===== src/flash_timer_pkg.sv =====
// Constants for the flash program/erase strobe sequencer.
// Assumes a single 40 MHz system clock; all counts are in clock cycles.
package flash_timer_pkg;

  // Register field widths
  localparam int PRESCALE_W   = 8;   // Shared prescaler count width
  localparam int PHASE_W      = 8;   // Per-phase count width
  localparam int MULT_W       = 12;  // Fixed multiplier stage width

  // Fixed multiplier factors, stored as terminal counts
  localparam logic [MULT_W-1:0] MULT_ONE  = 12'h000; // Factor 1
  localparam logic [MULT_W-1:0] MULT_8    = 12'h007; // Factor 8
  localparam logic [MULT_W-1:0] MULT_4096 = 12'hfff; // Factor 4096

  // Reset values of the count registers
  localparam logic [PRESCALE_W-1:0] PRESCALE_RST = 8'h00;
  localparam logic [PHASE_W-1:0]    PHASE_RST    = 8'h00;

  // Register set index in the count memory
  localparam int SET_MAIN = 0;  // Program array set
  localparam int SET_DATA = 1;  // Data array set

  // Operation codes
  typedef enum logic [1:0] {
    OP_PROGRAM,
    OP_PAGE_ERASE,
    OP_MODULE_ERASE
  } op_t;

  // Sequencer states
  typedef enum logic [2:0] {
    ST_IDLE,
    ST_SETUP,
    ST_TRAN,
    ST_PULSE,
    ST_HOLD,
    ST_RECOVER
  } seq_state_t;

endpackage : flash_timer_pkg


===== src/phase_timer.sv =====
// Cascaded prescaler, multiplier and phase counter for one timed phase.
// Assumes counts stay stable from start until done.
`timescale 1ns/100ps
module phase_timer (
  // Clock and reset
  input  wire logic                                i_core_clk,
  input  wire logic                                i_rst_n,
  // Control
  input  wire logic                                i_start,
  input  wire logic [flash_timer_pkg::PRESCALE_W-1:0] i_prescale,
  input  wire logic [flash_timer_pkg::MULT_W-1:0]  i_mult,
  input  wire logic [flash_timer_pkg::PHASE_W-1:0] i_count,
  // Status
  output logic                                     o_done
);

  logic [flash_timer_pkg::PRESCALE_W-1:0] pre_q;   // Prescaler
  logic [flash_timer_pkg::MULT_W-1:0]     mult_q;  // Fixed factor stage
  logic [flash_timer_pkg::PHASE_W-1:0]    phase_q; // Phase counter
  logic                                   run_q;   // Timer active

  // Wrap strobes of each stage
  wire pre_wrap   = run_q && (pre_q == i_prescale);
  wire mult_wrap  = pre_wrap && (mult_q == i_mult);
  wire phase_last = mult_wrap && (phase_q == i_count);

  // Prescaler counting 0..prescale, cascaded into the phase counter
  always_ff @(posedge i_core_clk or negedge i_rst_n) begin
    if (!i_rst_n) begin
      pre_q   <= '0;
      mult_q  <= '0;
      phase_q <= '0;
      run_q   <= 1'b0;
      o_done  <= 1'b0;
    end else begin
      o_done <= phase_last;
      if (i_start) begin
        // Restart clears every stage
        pre_q   <= '0;
        mult_q  <= '0;
        phase_q <= '0;
        run_q   <= 1'b1;
      end else if (run_q) begin
        pre_q <= pre_wrap ? '0 : pre_q + 1'b1;
        if (pre_wrap) begin
          mult_q <= mult_wrap ? '0 : mult_q + 1'b1;
        end
        if (mult_wrap) begin
          phase_q <= phase_q + 1'b1;
        end
        if (phase_last) begin
          run_q <= 1'b0;
        end
      end
    end
  end

endmodule : phase_timer


===== src/flash_program_erase_timer.sv =====
// Flash program/erase strobe sequencer with two timing register sets.
// Assumes the count ports are held stable by software during a run.
//
// Summary of operation
// - Setup delay: prescale+1 times setup+1 cycles
// - Strobe-to-pulse: prescale+1 times transition+1
// - Program pulse: prescale+1 times 8 times count+1
// - Page erase: prescale+1 times 4096 times count+1
// - Module erase: prescale+1 times 4096 times count+1
// - Program/page hold: prescale+1 times hold+1
// - Module hold: prescale+1 times 8 times count+1
// - Recovery: prescale+1 times recovery+1 cycles
// - Selected set supplies prescaler and counts
`timescale 1ns/100ps
module flash_program_erase_timer (
  // Clock and reset
  input  wire logic       i_core_clk,
  input  wire logic       i_reset_n,
  // Command
  input  wire logic       i_start,      // One-cycle start request
  input  wire logic [1:0] i_op,         // Operation code
  input  wire logic       i_data_array, // High selects data-array set
  // Program-array counts
  input  wire logic [7:0] i_main_prescale_reg,
  input  wire logic [7:0] i_main_strobe_setup_reg,
  input  wire logic [7:0] i_main_pulse_setup_reg,
  input  wire logic [7:0] i_main_program_pulse_reg,
  input  wire logic [7:0] i_main_page_erase_reg,
  input  wire logic [7:0] i_main_module_erase_reg,
  input  wire logic [7:0] i_main_strobe_hold_reg,
  input  wire logic [7:0] i_main_module_hold_reg,
  input  wire logic [7:0] i_main_recovery_reg,
  // Data-array counts
  input  wire logic [7:0] i_data_prescale_reg,
  input  wire logic [7:0] i_data_strobe_setup_reg,
  input  wire logic [7:0] i_data_pulse_setup_reg,
  input  wire logic [7:0] i_data_program_pulse_reg,
  input  wire logic [7:0] i_data_page_erase_reg,
  input  wire logic [7:0] i_data_module_erase_reg,
  input  wire logic [7:0] i_data_strobe_hold_reg,
  input  wire logic [7:0] i_data_module_hold_reg,
  input  wire logic [7:0] i_data_recovery_reg,
  // Flash array controls
  output logic            o_program,
  output logic            o_erase,
  output logic            o_module_erase,
  output logic            o_nonvolatile_store_strobe,
  output logic            o_data_array_sel,
  // Status
  output logic            o_busy,
  output logic            o_done
);

  // Reset synchroniser; first stage read only by the second
  logic rst_meta_q;
  logic rst_n_q;
  always_ff @(posedge i_core_clk or negedge i_reset_n) begin
    if (!i_reset_n) begin
      rst_meta_q <= 1'b0;
      rst_n_q    <= 1'b0;
    end else begin
      rst_meta_q <= 1'b1;
      rst_n_q    <= rst_meta_q;
    end
  end

  flash_timer_pkg::seq_state_t state_q; // Sequencer state
  logic [1:0] op_q;       // Latched operation
  logic       set_q;      // Latched register set
  logic       tstart_q;   // Timer restart pulse
  wire        tdone;      // Timer expiry

  // Operation decode of the latched code; op_ok checks the incoming i_op
  wire is_prog   = (op_q == 2'(flash_timer_pkg::OP_PROGRAM));
  wire is_module = (op_q == 2'(flash_timer_pkg::OP_MODULE_ERASE));
  wire op_ok     = (i_op == 2'(flash_timer_pkg::OP_PROGRAM))
                || (i_op == 2'(flash_timer_pkg::OP_PAGE_ERASE))
                || (i_op == 2'(flash_timer_pkg::OP_MODULE_ERASE));

  // Counts of the selected set
  function automatic logic [7:0] pick(input logic s,
                                      input logic [7:0] m,
                                      input logic [7:0] d);
    pick = s ? d : m;
  endfunction : pick

  wire [7:0] prescale  = pick(set_q, i_main_prescale_reg,
                              i_data_prescale_reg);
  wire [7:0] c_setup   = pick(set_q, i_main_strobe_setup_reg,
                              i_data_strobe_setup_reg);
  wire [7:0] c_tran    = pick(set_q, i_main_pulse_setup_reg,
                              i_data_pulse_setup_reg);
  wire [7:0] c_prog    = pick(set_q, i_main_program_pulse_reg,
                              i_data_program_pulse_reg);
  wire [7:0] c_perase  = pick(set_q, i_main_page_erase_reg,
                              i_data_page_erase_reg);
  wire [7:0] c_merase  = pick(set_q, i_main_module_erase_reg,
                              i_data_module_erase_reg);
  wire [7:0] c_hold    = pick(set_q, i_main_strobe_hold_reg,
                              i_data_strobe_hold_reg);
  wire [7:0] c_mhold   = pick(set_q, i_main_module_hold_reg,
                              i_data_module_hold_reg);
  wire [7:0] c_rcv     = pick(set_q, i_main_recovery_reg,
                              i_data_recovery_reg);

  // Pulse and end (hold) counts and factors by operation
  wire [7:0]  c_pulse = is_prog ? c_prog
                      : (is_module ? c_merase : c_perase);
  wire [11:0] m_pulse = is_prog ? flash_timer_pkg::MULT_8
                      : flash_timer_pkg::MULT_4096;
  wire [7:0]  c_end   = is_module ? c_mhold : c_hold;
  wire [11:0] m_end   = is_module ? flash_timer_pkg::MULT_8
                      : flash_timer_pkg::MULT_ONE;

  // Phase timer count selection by state
  logic [7:0]  phase_cnt;
  logic [11:0] phase_mult;
  always_comb begin
    phase_cnt  = c_rcv;
    phase_mult = flash_timer_pkg::MULT_ONE;
    case (state_q)
      flash_timer_pkg::ST_SETUP: phase_cnt = c_setup;
      flash_timer_pkg::ST_TRAN:  phase_cnt = c_tran;
      flash_timer_pkg::ST_PULSE: begin
        phase_cnt  = c_pulse;
        phase_mult = m_pulse;
      end
      flash_timer_pkg::ST_HOLD: begin
        phase_cnt  = c_end;
        phase_mult = m_end;
      end
      default:   phase_cnt = c_rcv;
    endcase
  end

  // Shared timer, restarted at every phase entry
  phase_timer u_timer (
    .i_core_clk (i_core_clk),
    .i_rst_n    (rst_n_q),
    .i_start    (tstart_q),
    .i_prescale (prescale),
    .i_mult     (phase_mult),
    .i_count    (phase_cnt),
    .o_done     (tdone)
  );

  // Phase sequencer
  always_ff @(posedge i_core_clk or negedge rst_n_q) begin
    if (!rst_n_q) begin
      state_q  <= flash_timer_pkg::ST_IDLE;
      op_q     <= 2'h0;
      set_q    <= 1'b0;
      tstart_q <= 1'b0;
      o_done   <= 1'b0;
    end else begin
      tstart_q <= 1'b0;
      o_done   <= 1'b0;
      case (state_q)
        flash_timer_pkg::ST_IDLE: begin
          // Unknown operation codes are ignored
          if (i_start && op_ok) begin
            op_q     <= i_op;
            set_q    <= i_data_array;
            tstart_q <= 1'b1;
            state_q  <= flash_timer_pkg::ST_SETUP;
          end
        end
        flash_timer_pkg::ST_SETUP: if (tdone) begin
          tstart_q <= 1'b1;
          state_q  <= flash_timer_pkg::ST_TRAN;
        end
        flash_timer_pkg::ST_TRAN: if (tdone) begin
          tstart_q <= 1'b1;
          state_q  <= flash_timer_pkg::ST_PULSE;
        end
        flash_timer_pkg::ST_PULSE: if (tdone) begin
          tstart_q <= 1'b1;
          state_q  <= flash_timer_pkg::ST_HOLD;
        end
        flash_timer_pkg::ST_HOLD: if (tdone) begin
          tstart_q <= 1'b1;
          state_q  <= flash_timer_pkg::ST_RECOVER;
        end
        flash_timer_pkg::ST_RECOVER: if (tdone) begin
          o_done  <= 1'b1;
          state_q <= flash_timer_pkg::ST_IDLE;
        end
        default: state_q <= flash_timer_pkg::ST_IDLE;
      endcase
    end
  end

  // Next values of the registered array controls
  wire in_op     = (state_q != flash_timer_pkg::ST_IDLE)
                && (state_q != flash_timer_pkg::ST_RECOVER);
  wire strobe_d  = (state_q == flash_timer_pkg::ST_TRAN)
                || (state_q == flash_timer_pkg::ST_PULSE)
                || (state_q == flash_timer_pkg::ST_HOLD);
  // Program level covers setup through pulse end
  wire program_d = is_prog && in_op
                && (state_q != flash_timer_pkg::ST_HOLD);
  wire erase_d   = !is_prog && in_op
                && (state_q != flash_timer_pkg::ST_HOLD);

  // Array controls straight from flip-flops; timer start aligns phases
  always_ff @(posedge i_core_clk or negedge rst_n_q) begin
    if (!rst_n_q) begin
      o_program                  <= 1'b0;
      o_erase                    <= 1'b0;
      o_module_erase             <= 1'b0;
      o_nonvolatile_store_strobe <= 1'b0;
      o_data_array_sel           <= 1'b0;
      o_busy                     <= 1'b0;
    end else begin
      o_program                  <= program_d;
      o_erase                    <= erase_d;
      o_module_erase             <= erase_d && is_module;
      o_nonvolatile_store_strobe <= strobe_d;
      o_data_array_sel           <= set_q;
      o_busy                     <= state_q != flash_timer_pkg::ST_IDLE;
    end
  end

endmodule : flash_program_erase_timer


===== config.mk =====
export PLATFORM = sky130hd
export DESIGN_NAME = flash_program_erase_timer
export DESIGN_NICKNAME = d
export VERILOG_FILES = /design/src/flash_timer_pkg.sv /design/src/phase_timer.sv /design/src/flash_program_erase_timer.sv
export SDC_FILE = /design/constraint.sdc
export NUM_CORES = 1
export LEC_CHECK = 0
export BUFFER_PORTS_ARGS = -buffer_cell sky130_fd_sc_hd__buf_4
export CAP_MARGIN = 20
export CORE_UTILIZATION = 48
export DETAILED_ROUTE_END_ITERATION = 7
export PLACE_DENSITY_LB_ADDON = 0.12
export SETUP_SLACK_MARGIN = 0.2
export SLEW_MARGIN = 20
export SYNTH_ARGS = -nofsm -noshare
export SYNTH_HDL_FRONTEND = slang
export SYNTH_SLANG_ARGS = --single-unit

===== constraint.sdc =====
create_clock -name i_core_clk -period 2.25 [get_ports i_core_clk]
set_clock_uncertainty 0.05 [all_clocks]
set_input_delay 0.225 -clock i_core_clk [delete_from_list [all_inputs] [get_ports i_core_clk]]
set_output_delay 0.225 -clock i_core_clk [all_outputs]
set_load 0.02 [all_outputs]

=== Word-level counts from Yosys, hierarchy flattened ===
Cells that the tools add are included.

* Add/subtract/negate cells: 3
* Multiply operators: 0
* Divide/modulo/power cells: 0
* Magnitude comparators: 0
* Equal/unequal tests: 19
* Shift-type cells: 0
* Muxes and demuxes: 40
* Bitwise logic cells: 0
* Reduce and logical (&&, ||, !) cells: 27

{| class="wikitable"
|+ Operator list
! operator !! number
|-
| two-way mux 8 bit || 18
|-
| two-way mux 12 bit || 5
|-
| case mux 8 bit (4 select lines) || 1
|-
| case mux 12 bit (2 select lines) || 1
|-
| two-way mux 3 bit || 7
|-
| case mux 3 bit (6 select lines) || 1
|-
| adder 8 x 1 -> 8 bit, second input constant || 2
|-
| == test 8 bit || 2
|-
| adder 12 x 1 -> 12 bit, second input constant || 1
|-
| == test 12 bit || 1
|-
| logical AND 1 bit || 10
|-
| != test 2 x 1 -> 1 bit, second input constant || 5
|-
| == test 3 x 2 -> 1 bit, second input constant || 2
|-
| == test 3 bit, second input constant || 2
|-
| two-way mux 1 bit || 6
|-
| != test 3 bit, second input constant || 2
|-
| AND reduction 2 bit || 3
|-
| AND reduction 6 bit || 1
|-
| nonzero test 2 bit || 3
|-
| == test 2 bit, second input constant || 2
|-
| zero test 2 bit || 2
|-
| logical OR 1 bit || 4
|-
| OR reduction 4 bit || 1
|-
| == test 3 x 1 -> 1 bit, second input constant || 1
|-
| other kinds (6) || 6
|}

* Register bits: 46
* Latch bits: 0
* Memory bits (writable): 0
* Bits in read-only memories: 0
* Input port bits: 150
* Output and inout port bits: 7
* Word-level logic and storage cells: 107
* Memories: 0

=== Longest topological paths before layout ===
Gate-level depths: netlist of the first run.

* Depth in word-level cells: 9
* Depth in mapped cells: 11
* Gate-level depth less buffers: 8

=== Cells and area by module ===
Synthesis of the first run repeated with hierarchy kept, for this count alone.

* Cells, all modules: 400
* Area total of the unflattened synthesis: 3814.9 µm²

{| class="wikitable"
|+ By module, submodules not included
! module !! times used !! cells each !! area each (µm²) !! sequential area each (µm²)
|-
| phase_timer || 1 || 211 || 1909.3 || 750.7
|-
| flash_program_erase_timer || 1 || 189 || 1905.6 || 400.4
|}

=== Worst setup path after synthesis of the first run ===
OpenSTA, ideal clock, no wires.

* Kind: register to register
* Start: register set_q
* End: register u_timer.run_q
* Library setup time: 141 ps
* Data arrival time: 2113 ps
* Required time: 2059 ps
* Slack: -54 ps
* Stages on the path, launching flop included: 11
* Buffers on the path: 4
* Period minus slack after synthesis: 2304 ps
* Cell sequence: dfrtp_1 buf_6 buf_6 buf_4 buf_2 mux2i_1 o22ai_1 nor4_1 xnor2_1 nor4_1 a41oi_1

* Cells in the longest elaborated chain, start to end: 9
* Elaborated cells on any way between the ends: 21
* Those cells by class: eq/ne (2); mux (16); reduce/logical (3)

{| class="wikitable"
|+ Ends and longest elaborated chain
! element !! line !! RTL
|-
| start: declaration || flash_program_erase_timer.sv:69 || <nowiki>logic set_q;</nowiki>
|-
| start signal: assignment || flash_program_erase_timer.sv:163 || <nowiki>set_q <= i_data_array;</nowiki>
|-
| two-way mux 8 bit || flash_program_erase_timer.sv:84 || <nowiki>pick = s ? d : m;</nowiki>
|-
| two-way mux 8 bit || flash_program_erase_timer.sv:108 || <nowiki>: (is_module ? c_merase : c_perase);</nowiki>
|-
| two-way mux 8 bit || flash_program_erase_timer.sv:107 || <nowiki>wire [7:0] c_pulse = is_prog ? c_prog</nowiki>
|-
| case mux 8 bit (4 select lines) || flash_program_erase_timer.sv:121 || <nowiki>case (state_q)</nowiki>
|-
| == test 8 bit || phase_timer.sv:25 || <nowiki>wire phase_last = mult_wrap && (phase_q == i_count);</nowiki>
|-
| logical AND 1 bit * || phase_timer.sv:25 ||
|-
| two-way mux 1 bit * || phase_timer.sv:51 || <nowiki>if (phase_last) begin</nowiki>
|-
| two-way mux 1 bit * || phase_timer.sv:43 || <nowiki>end else if (run_q) begin</nowiki>
|-
| two-way mux 1 bit * || phase_timer.sv:37 || <nowiki>if (i_start) begin</nowiki>
|-
| end signal: assignment || phase_timer.sv:33 || <nowiki>run_q <= 1'b0;</nowiki>
|-
| end signal: assignment || phase_timer.sv:42 || <nowiki>run_q <= 1'b1;</nowiki>
|-
| end signal: assignment || phase_timer.sv:52 || <nowiki>run_q <= 1'b0;</nowiki>
|-
| end: declaration || phase_timer.sv:20 || <nowiki>logic run_q;</nowiki>
|}

Every way passes the cells marked *; elsewhere a longest branch is shown, timed or not.
A chain may end at the register's enable or synchronous reset.

=== Worst setup path after layout of the first run ===
* Start: register set_q
* End: register u_timer.phase_q[4] (netlist bit)

* Cells in the longest elaborated chain, start to end: 6

{| class="wikitable"
|+ Ends and longest elaborated chain
! element !! line !! RTL
|-
| two-way mux 8 bit || flash_program_erase_timer.sv:84 ||
|-
| == test 8 bit || phase_timer.sv:23 || <nowiki>wire pre_wrap = run_q && (pre_q == i_prescale);</nowiki>
|-
| logical AND 1 bit || phase_timer.sv:23 ||
|-
| logical AND 1 bit || phase_timer.sv:24 || <nowiki>wire mult_wrap = pre_wrap && (mult_q == i_mult);</nowiki>
|-
| nonzero test 2 bit (no line) || -- ||
|-
| AND reduction 2 bit (no line) || -- ||
|-
| end signal: assignment || phase_timer.sv:49 || <nowiki>phase_q <= phase_q + 1'b1;</nowiki>
|-
| end: declaration || phase_timer.sv:19 || <nowiki>logic [flash_timer_pkg::PHASE_W-1:0] phase_q;</nowiki>
|}

No other way between the ends.

==> out/summary.txt, run 1 <==
status: complete, but fails checks
failing checks: setup timing
detailed-route DRC error count: 0
Mapped Cells: 362
Final setup viols: 9
Net Sw Frac: 0.326
period utilization: 1.03
sequential standard cell area: 1160 um^2
Initial Utilization: 0.507
Switch Pwr: 0.000996 W
EDFF count, synth: 0
placed instance area: 5040 um^2
main flop type after synthesis: dfrtp_1
Fillers: 459
Synth async-reset ratio: 1.00
Initial DRT Pass Iterations: 5
crit-path max FO: 9
routed via count: 3852
antenna-violating nets left: 0
P per Cell Area: 555 nW/um^2
Vias/cell: 5.87
sequential-to-total area share from yosys stat: 0.329
CTS H-Tree Depth: 2
fmax: 0.432 GHz
CTS tree: yes
WL/cell: 18.9 um
Die Ht: 87.4 um
Iteration-0 DRC Markers: 293
Peak supply drop: 0.467 mV
GRT Overall Usage: 0.317
later-pin clock latency in the skew report: 0.30 ns
nets@finish: 712
total gr overflow: 0
Setup crit end kind: flop
Final Power: 0.00306 W
largest net degree at the start of global routing: 36
Tmin final: 2.32 ns
final non-filler cell area: 5510 um^2
Hold Crit Class: input port to flop
Post-Syn Area: 3500 um^2
Critical Path Source Type: flop
Layout Area Growth over Synthesis: 57.3%
Leakage Power: 2.60 nW
initial antenna violation count: 0
Multi-input gate area: 2400 um^2
Row Count: 30
Seq cells post-synth: 46
Root Driver: clkbuf_8
Worst slew margin: 0.460
Sink Count: 46
post-layout util: 0.797
Syn. warnings: 0
DIE WIDTH: 87.4 um
Core Footprint: 6910 um^2
CP arrival: 2.46 ns
Synthesized Nets: 515
RD Place Congestion: 0.881
Crit Path Class: flop to flop
CP required: 2.39 ns
syn_area_per_cell: 9.67 um^2
full die area: 7640 um^2
synth unique cells: 59
worst-margin pin slew: 0.810 ns
diode count: 0
cts bufs inserted: 5
layout cells sized above 1: 0.502
final setup margin: -0.0660 ns
DP Cell Count: 629
vias in the first global route: 3832
Comb power frac: 0.443
Clk pwr share: 0.201
# IOs: 157
Cell Int Power: 0.00206 W
first-pass GRT wire length: 18200 um
final cell count without fillers: 656
RSZ-0062 raised after global routing: yes
dpl hpwl: 9090 um
final WL: 12400 um
Longest Clk Path Bufs: 2
number of max-cap violations: 0
Slew Limit Fails: 0
final hold violation count: 0
IO Port Bufs: 156
Worst-path clk slew: 0.08 ns
Flop pwr share: 0.356
-- power by group through the flow --
| stage | Sequential [W] | Combinational, W | Clock, W |
|---|---|---|---|
| 2_1_floorplan | 0.00107 | 0.000738 | 0 |
| 3_3_place_gp | 0.00109 | 0.00112 | 0 |
| 3_5_place_dp | 0.00109 | 0.00116 | 0 |
| 4_1_cts | 0.00108 | 0.00125 | 0.000618 |
| 5_1_grt | 0.00111 | 0.00145 | 0.000653 |
| 6_report | 0.00109 | 0.00136 | 0.000613 |
-- cell families after synthesis --
group                    synth area share
other                             0.00107
adder cells (fa/ha/maj)            0.0107
XOR/XNOR                           0.0901
flip-flops                          0.329
AO/OA/AOI/OAI                       0.124
buffers and inverters              0.0379
multiplexers                        0.217
AND/OR/NAND/NOR                     0.190
-- sequential cells by signal, summed over array words and instances, names as in the netlist, 2 cells and up --
register and count:
op_q 2, state_q 3, u_timer.mult_q 12, u_timer.phase_q 8, u_timer.pre_q 8
-- cell usage in the layout, fill, tap and decap left out, types with 6 or more instances in the layout --
cell	n
nor3_1	8
xnor2_1	14
buf_12	6
nor2_1	36
xor2_1	21
dfrtp_2	6
nor4_2	6
mux2i_1	36
buf_6	6
buf_4	196
mux2_2	7
dfrtp_1	40
mux4_2	10
nand4_1	8
a21oi_1	8
nand3_1	11
o21ai_0	6
nand2_1	19
o22ai_1	7
-- layout make-up --
| cell class | instances | share of cell area |
|---|---|---|
| Clock buffer | 7 | 0.0139 |
| Clock inverter | 1 | 0.00545 |
| Inverter | 5 | 0.00341 |
| Multi-Input combinational cell | 290 | 0.436 |
| Sequential cell | 46 | 0.210 |
| Tap cell | 96 | 0.0218 |
| Timing Repair Buffer | 211 | 0.309 |
-- timing repair --
action | CTS | global route
pin swaps | 7 | 8
gates resized for setup | 29 | 16
buffers inserted | 7 | 9
hold buffers | 1 | 0
endpoints found under the hold margin | 2 | 0
cloned | 0 | 2
setup endpoints to repair | 22 | 23
-- worst paths after layout --
check,start,endpoint,slack [ns],depth (start not counted)
worst max-delay path,set_q,u_timer.phase_q[4],-0.07,10
worst min-delay path,i_data_array,set_q,0.12,2
worst max register to register,set_q,u_timer.phase_q[4],-0.07,10
worst min register to register,rst_n_q,u_timer.pre_q[7],0.31,0
max in group asynchronous,rst_n_q,u_timer.o_done,1.17,1
min in group asynchronous,i_reset_n,rst_n_q,0.19,2
-- metrics by stage --
stage | hold slack [ns] | setup WS (ns) | setup TNS [ns]
5_1_grt | 0.106 | -0.214 | -2.53
2_1_floorplan | -0.121 | 0.0583 | 0
4_1_cts | 0.119 | -0.0270 | -0.0505
3_3_place_gp | -0.0426 | 0.00486 | 0
6_report | 0.119 | -0.0660 | -0.306
3_5_place_dp | -0.0417 | -0.134 | -1.00
-- synth_stat cells (all sizes together), types with 3 or more instances --
master / instances / area share
xor2: 21 / 0.053
nand2: 20 / 0.021
nand3b: 3 / 0.0064
dfrtp: 46 / 0.33
o22ai: 8 / 0.014
mux2i: 41 / 0.12
o21ai: 10 / 0.014
a22o: 4 / 0.010
nor4: 9 / 0.024
nor3: 9 / 0.013
nand2b: 5 / 0.0089
clkbuf: 5 / 0.0054
nand3: 11 / 0.016
nand4: 8 / 0.014
inv: 5 / 0.0054
xnor2: 15 / 0.038
mux4: 10 / 0.064
ha: 3 / 0.011
mux2: 11 / 0.035
and3: 5 / 0.0089
o22a: 3 / 0.0075
a211oi: 7 / 0.015
a22oi: 4 / 0.0086
a21oi: 9 / 0.013
buf: 16 / 0.027
nor2: 42 / 0.046
-- per-layer routing --
metal  track usage  part of all wire  vias up
met4         0.152             0.041        0
met2         0.574              0.50      210
li1              -                 -     1745
met5             0                 0        -
met1         0.361              0.38     1844
met3        0.0540             0.077       53
-- critical path, stage by stage (launching register included) --
cell      delay, ns
dfrtp_2        0.45
buf_12         0.17
buf_4          0.12
mux2i_1        0.20
xor2_1         0.18
and4_4         0.27
o2111a_2       0.26
buf_6          0.13
nand4_1        0.12
xor2_1         0.19
nor2_1         0.06
No activity file was read; power rests on OpenSTA's default activity.
==> run 2, diff against run 1 <==
--- a/config.mk
+++ b/config.mk
@@ -7,11 +7,12 @@
 export LEC_CHECK = 0
 export BUFFER_PORTS_ARGS = -buffer_cell sky130_fd_sc_hd__buf_4
 export CAP_MARGIN = 20
-export CORE_UTILIZATION = 48
+export CORE_UTILIZATION = 45
 export DETAILED_ROUTE_END_ITERATION = 7
 export PLACE_DENSITY_LB_ADDON = 0.12
 export SETUP_SLACK_MARGIN = 0.2
 export SLEW_MARGIN = 20
 export SYNTH_ARGS = -nofsm -noshare
 export SYNTH_HDL_FRONTEND = slang
+export SYNTH_HIERARCHICAL = 1
 export SYNTH_SLANG_ARGS = --single-unit
==> constraint.sdc (replaced) <==
create_clock -name i_core_clk -period 2 [get_ports i_core_clk]
set_clock_uncertainty 0.05 [all_clocks]
set_input_delay 0.2 -clock i_core_clk [delete_from_list [all_inputs] [get_ports i_core_clk]]
set_output_delay 0.2 -clock i_core_clk [all_outputs]
set_load 0.02 [all_outputs]
==> run 2 against run 1 <==
Net effect:
- the run still ends with setup timing left
- sequential cell count did not move
- synthesized cell count increased by 10%
- worst hold slack worse by 0.037 ns
- cell area grew 7.4%
- fmax is 9.3% lower
- utilization shrank 7.8 points
- largest power group unchanged
==> out/summary.txt, run 2 <==
Syn. warnings: 6 (+6)
DP Cell Count: 695 (+10%)
first-pass GRT wire length: 19800 um (+8.6%)
Slew Limit Fails: 0 (unchanged)
Synth Area in Simple Gates: 0.194 (+0.00363)
crit-path max FO: 6 (-3)
final setup margin: -0.553 ns (-0.487 ns)
Clk pwr share: 0.151 (-0.050)
Switch Pwr: 0.00176 W (+77%)
nets@finish: 769 (+8.0%)
largest net degree at the start of global routing: 45 (+25%)
Peak supply drop: 0.713 mV (+53%)
Worst-path clk slew: 0.09 ns (about the same)
Flop pwr share: 0.262 (-0.094)
Longest Clk Path Bufs: 2 (unchanged)
Final setup viols: 30 (+21)
Comb power frac: 0.587 (+0.144)
Seq cells post-synth: 46 (unchanged)
final hold violation count: 0 (unchanged)
CP arrival: 2.73 ns (+0.27 ns)
most frequent cell after synthesis: dfrtp_1
cts bufs inserted: 5 (unchanged)
later-pin clock latency in the skew report: 0.30 ns (about the same)
Synth async-reset ratio: 1.00 (unchanged)
synth unique cells: 52 (-12%)
Core Footprint: 8220 um^2 (+19%)
layout cells sized above 1: 0.475 (-0.0269)
placed instance area: 5450 um^2 (+8.0%)
GRT Overall Usage: 0.293 (-0.0247)
number of max-cap violations: 0 (unchanged)
post-synthesis mux area share: 0.201 (-0.0160)
dpl hpwl: 9870 um (+8.6%)
Root Driver: clkbuf_8
Largest register FFs: 12 (unchanged)
Initial DRT Pass Iterations: 4 (-1)
fmax: 0.392 GHz (-9.3%)
Cell Int Power: 0.00295 W (+43%)
antenna-violating nets left: 0 (unchanged)
post-synthesis xor/xnor area fraction: 0.0804 (-0.00974)
detailed-route DRC error count: 0 (unchanged)
Fillers: 633 (+38%)
Iteration-0 DRC Markers: 257 (-12%)
Initial Utilization: 0.464 (-0.0424)
IO Port Bufs: 156 (unchanged)
Synth top cells by count: 46 x dfrtp_1, 43 x nand2_1, 31 x xor2_1
most frequent cells in the layout: 218 x buf_4, 44 x dfrtp_1, 42 x nand2_1
EDFF count, synth: 0 (unchanged)
Tmin final: 2.55 ns (+0.237 ns)
# IOs: 157 (unchanged)
CTS H-Tree Depth: 2 (unchanged)
RSZ-0062 raised after global routing: yes
final WL: 13200 um (+6.5%)
full die area: 8850 um^2 (+16%)
failing checks: setup timing
CTS tree: yes
period utilization: 1.28 (+0.247)
hold_ws: 0.0821 ns (-0.0373 ns)
syn_area_per_cell: 9.54 um^2 (-1.3%)
routed via count: 4163 (+8.1%)
Adder-Cell Fraction of Synth Area: 0.00984 (-0.000886)
P per Cell Area: 798 nW/um^2 (+44%)
worst-margin pin slew: 0.575 ns (-0.236 ns)
Hold Crit Class: input port to flop
main combinational cell family by area after synthesis: multiplexers
RD Place Congestion: 0.928 (+5.4%)
sequential standard cell area: 1150 um^2 (-0.43%)
Crit Path Class: flop to flop
Largest regs: u_timer/mult_q: 12 flops, u_timer/phase_q: 8 flops, u_timer/pre_q: 8 flops
Worst slew margin: 0.617 (+0.157)
initial antenna violation count: 0 (unchanged)
Vias/cell: 5.77 (-1.8%)
Critical Path Source Type: flop
Area contributors post-synth: dfrtp_1 30%, mux2i_1 7.6%, xor2_1 7.1%
Sink Count: 46 (unchanged)
commonest non-fill, non-tap cell in the layout: buf_4
Synthesized Nets: 553 (+7.4%)
top-area cell type share of the netlist area: 0.302 (-0.0272)
largest area contributor in the netlist: dfrtp_1
Leakage Power: 2.86 nW (+9.7%)
Multi-input gate area: 2620 um^2 (+9.0%)
Post-Syn Area: 3810 um^2 (+9.0%)
sequential-to-total area share from yosys stat: 0.302 (-0.0272)
WL/cell: 18.3 um (-3.2%)
DIE WIDTH: 94.1 um (+7.7%)
vias in the first global route: 4148 (+8.2%)
Largest Register: u_timer/mult_q
main flop type after synthesis: dfrtp_1
Net Sw Frac: 0.374 (+0.0479)
Row Count: 33 (+10%)
final non-filler cell area: 5910 um^2 (+7.4%)
final cell count without fillers: 722 (+10%)
Die Ht: 94.1 um (+7.7%)
Synth Area in Compound Gates: 0.159 (+0.0347)
total gr overflow: 0 (unchanged)
CP required: 2.18 ns (-0.21 ns)
status: complete, but fails checks
Mapped Cells: 400 (+10%)
Setup crit end kind: flop
diode count: 0 (unchanged)
Layout Area Growth over Synthesis: 55.0%
## run 2: layer usage
layer	track usage	wire length, um	vias up
met1	0.355	5320	2030
li1	-	-	1958
met4	0.0718	195	0
met3	0.0437	842	14
met5	0	0	-
met2	0.538	6850	161
## run 2: worst paths after layout
kind / start / end / slack (ns) / depth (start not counted)
max in group asynchronous: rst_n_q / set_q / 1.19 / 1
setup reg to reg: set_q / u_timer/mult_q[8] / -0.55 / 9
setup / recovery: set_q / u_timer/mult_q[8] / -0.55 / 9
hold reg to reg: rst_n_q / o_nonvolatile_store_strobe / 0.30 / 1
hold / removal: i_data_array / set_q / 0.08 / 2
min in group asynchronous: i_reset_n / rst_meta_q / 0.15 / 2
## run 2: cells by family (layout without fill, tap and decap cells)
kind of cell	count (synthesis)	count (layout)
flops	46	46
buf+inv	32	249
xor+xnor	35	35
other cells	1	1
compound gates	86	86
mux	55	55
simple gates	142	142
fa+ha+maj	3	3
## run 2: area by class of cell
class                           count  share of cell area
Sequential cell                    46               0.195
Multi-Input combinational cell    322               0.443
Inverter                            6             0.00381
Timing Repair Buffer              235               0.318
Clock inverter                      3             0.00677
Tap cell                          105              0.0222
Clock buffer                        5              0.0116
## run 2: repair_timing
item                                    CTS  global route
endpoints found under the hold margin     2             0
endpoints found under the setup margin   30            30
resized for setup                        19            31
buffers inserted                          9             7
gates cloned                              2             0
hold buffers                              1             0
pin swaps                                 8             7
## run 2: through the flow
| stage | total power [W] | util | worst slack [ns] | TNS [ns] |
|---|---|---|---|---|
| after floorplan | 0.00295 | - | -0.662 | -14.41 |
| final | 0.00472 | 0.720 | -0.553 | -12.19 |
| after detailed placement | 0.00376 | 0.663 | -0.505 | -8.24 |
| after global routing | 0.00497 | 0.720 | -0.648 | -14.30 |
| after CTS | 0.00463 | 0.695 | -0.499 | -8.80 |
| after global placement | 0.00370 | 0.663 | -0.464 | -7.57 |
## run 2: power groups by stage
stage | Sequential [W] | Clock (W) | Combinational [W]
final | 0.00124 | 0.000711 | 0.00277
after global routing | 0.00125 | 0.000751 | 0.00297
after CTS | 0.00123 | 0.000715 | 0.00268
after detailed placement | 0.00125 | 0 | 0.00251
after global placement | 0.00125 | 0 | 0.00245
after floorplan | 0.00131 | 0 | 0.00164
## run 2: worst max-delay path, stage by stage, from the launching register on
cell     delay, ns
dfrtp_2       0.43
buf_12        0.14
mux2_4        0.29
xor2_1        0.17
nor4_2        0.34
nand4_1       0.16
buf_6         0.16
buf_6         0.12
or4b_1        0.47
a31oi_1       0.15
==> run 3, diff against run 2 <==
--- a/config.mk
+++ b/config.mk
@@ -7,7 +7,9 @@
 export LEC_CHECK = 0
 export BUFFER_PORTS_ARGS = -buffer_cell sky130_fd_sc_hd__buf_4
 export CAP_MARGIN = 20
-export CORE_UTILIZATION = 45
+export CELL_PAD_IN_SITES_DETAIL_PLACEMENT = 0
+export CELL_PAD_IN_SITES_GLOBAL_PLACEMENT = 1
+export CORE_UTILIZATION = 33
 export DETAILED_ROUTE_END_ITERATION = 7
 export PLACE_DENSITY_LB_ADDON = 0.12
 export SETUP_SLACK_MARGIN = 0.2
==> run 3 against run 2 <==
Net effect:
- the run still ends with setup timing left
- setup slack better by 0.095 ns
- power is 3.8% higher
- fmax is 3.9% higher
- final cell count is 3.6% higher
- clock power is 28% higher
- critical path type unchanged
- critical path depth stayed put
- utilization is 19 points lower
- worst hold slack better by 0.018 ns
- wire length is 2.1% higher
- sequential cell count stayed put
==> out/summary.txt, run 3 (synthesis results as in run 2) <==
Sink Count: 46 (unchanged)
worst path cell trace: buf_12 -> mux2_4 -> xor2_1 -> nor4_2 -> nand4_1 -> buf_4 -> buf_12 -> nor2_4 -> mux2_2
Crit Path Class: flop to flop
Die Ht: 110 um (+16%)
nets@finish: 760 (-1.2%)
Min-Delay Path Depth: 2 (unchanged)
Final setup viols: 30 (unchanged)
IO Port Bufs: 156 (unchanged)
hold_ws: 0.100 ns (+0.0184 ns)
gr busiest metal: met2
final WL: 13500 um (+2.1%)
full die area: 12000 um^2 (+36%)
CTS H-Tree Depth: 2 (unchanged)
GRT Overall Usage: 0.222 (-0.0703)
Critical Path Source Type: flop
antenna-violating nets left: 0 (unchanged)
WL/cell: 18.0 um (-1.4%)
Leakage Power: 2.79 nW (-2.2%)
WHS Endpoint: set_q
commonest non-fill, non-tap cell in the layout: buf_4
critical path's top delay family: multiplexers
failing checks: setup timing
fmax: 0.407 GHz (+3.9%)
crit-path max FO: 11 (+5)
Final Power: 0.00490 W (+3.8%)
Worst slew margin: 0.601 (-0.0159)
status: complete, but fails checks
routed via count: 4032 (-3.1%)
DIE WIDTH: 110 um (+16%)
cts bufs inserted: 5 (unchanged)
Fillers: 1015 (+60%)
Worst Min Path Start: i_data_array
P per Cell Area: 833 nW/um^2 (+4.4%)
Row Count: 38 (+15%)
CP arrival: 2.59 ns (-0.14 ns)
CP required: 2.13 ns (-0.05 ns)
number of max-cap violations: 0 (unchanged)
RD Place Congestion: 0.849 (-8.6%)
Slew Limit Fails: 0 (unchanged)
Hold Crit Class: input port to flop
final setup margin: -0.457 ns (+0.0951 ns)
Layout Area Growth over Synthesis: 54.1%
period utilization: 1.23 (-0.0475)
initial antenna violation count: 0 (unchanged)
total gr overflow: 0 (unchanged)
Setup crit end kind: flop
FF-to-FF End: u_timer/phase_q[0]
Largest register FFs: 12 (unchanged)
vias in the first global route: 4041 (-2.6%)
Multi-input gate area: 2550 um^2 (-2.4%)
Most Frequent Cell on Critical Path: buf_12
worst-margin pin slew: 0.598 ns (+0.0239 ns)
Longest Clk Path Bufs: 2 (unchanged)
Largest regs: u_timer/mult_q: 12 flops, u_timer/phase_q: 8 flops, u_timer/pre_q: 8 flops
Initial DRT Pass Iterations: 4 (unchanged)
largest net degree at the start of global routing: 45 (unchanged)
detailed-route DRC error count: 0 (unchanged)
Root Driver: clkbuf_16
RSZ-0062 raised after global routing: yes
cells on worst reg2reg path: 9 (unchanged)
Core Footprint: 11000 um^2 (+34%)
Worst-path clk slew: 0.06 ns (-0.03 ns)
later-pin clock latency in the skew report: 0.29 ns (about the same)
sequential standard cell area: 1150 um^2 (unchanged)
Tmin final: 2.46 ns (-0.0951 ns)
worst path bufs/invs: 3 (unchanged)
CP peak stage delay: 0.44 ns (-0.03 ns)
register-to-register setup slack: -0.46 ns (+0.10 ns)
Peak supply drop: 0.485 mV (-32%)
FF-to-FF Start: set_q
first-pass GRT wire length: 20300 um (+2.5%)
Initial Utilization: 0.346 (-0.118)
dpl ws: -0.511 ns (-0.00533 ns)
# IOs: 157 (unchanged)
met2 Use GR: 0.413 (-0.125)
diode count: 0 (unchanged)
Worst path slowest cell: dfrtp_2
Iteration-0 DRC Markers: 201 (-22%)
final hold violation count: 0 (unchanged)
CTS tree: yes
Vias/cell: 5.39 (-6.5%)
Largest Register: u_timer/mult_q
dpl hpwl: 10300 um (+4.6%)
layout cells sized above 1: 0.464 (-0.0111)
met1 global-route usage: 0.260 (-0.0950)
final setup TNS: -9.12 ns (+3.07 ns)
most frequent cells in the layout: 211 x buf_4, 44 x dfrtp_1, 42 x nand2_1
GR Util met3: 0.0320 (-0.0117)
==> run 3: worst max path at each step <==
stage / startpoint / to / slack, ns / depth (start not counted)
after floorplan: set_q / u_timer/mult_q[9] / -0.66 / 11
after global placement: set_q / u_timer/run_q / -0.46 / 10
after detailed placement: set_q / u_timer/run_q / -0.51 / 10
after CTS: set_q / u_timer/mult_q[7] / -0.44 / 8
after global routing: set_q / u_timer/mult_q[9] / -0.60 / 8
final: set_q / u_timer/phase_q[0] / -0.46 / 9
==> run 3: what timing repair did <==
| item | CTS | global route |
|---|---|---|
| cloned | 0 | 1 |
| pin swaps | 18 | 5 |
| hold buffers | 1 | 0 |
| setup endpoints to repair | 30 | 30 |
| setup buffers | 7 | 4 |
| gates resized for setup | 28 | 14 |
| hold endpoints to repair | 2 | 0 |
==> run 3: through the flow <==
| stage | area (um^2) | utilization | instances |
|---|---|---|---|
| 2_1_floorplan | 3870 | - | 400 |
| 3_3_place_gp | 5480 | 0.497 | 727 |
| 3_5_place_dp | 5480 | 0.497 | 727 |
| 4_1_cts | 5800 | 0.525 | 743 |
| 5_1_grt | 5880 | 0.533 | 748 |
| 6_report | 5880 | 0.533 | 748 |
==> run 3: routing by layer <==
layer | up-vias | share of wire
met5 | - | 0
met3 | 21 | 0.068
met1 | 1921 | 0.41
met4 | 0 | 0.021
li1 | 1944 | -
met2 | 146 | 0.50
==> run 3: worst reg2reg max path: stages, from the launching register on <==
cell	delay, ns
dfrtp_2	0.44
buf_12	0.15
mux2_4	0.29
xor2_1	0.17
nor4_2	0.31
nand4_1	0.18
buf_4	0.19
buf_12	0.14
nor2_4	0.10
mux2_2	0.33
==> run 3: area by class of cell <==
type                            count  share of cell area
Inverter                            6             0.00383
Timing Repair Buffer              226               0.309
Tap cell                          140              0.0298
Multi-Input combinational cell    322               0.434
Clock inverter                      1             0.00149
Clock buffer                        7              0.0260
Sequential cell                    46               0.196
==> run 3: where the power goes <==
part / internal [W] / total [W] / leakage (nW) / switching, W
Combinational: 0.00148 / 0.00274 / 2.16 / 0.00125
Sequential: 0.00110 / 0.00125 / 0.549 / 0.000153
Clock: 0.000535 / 0.000910 / 0.0801 / 0.000375
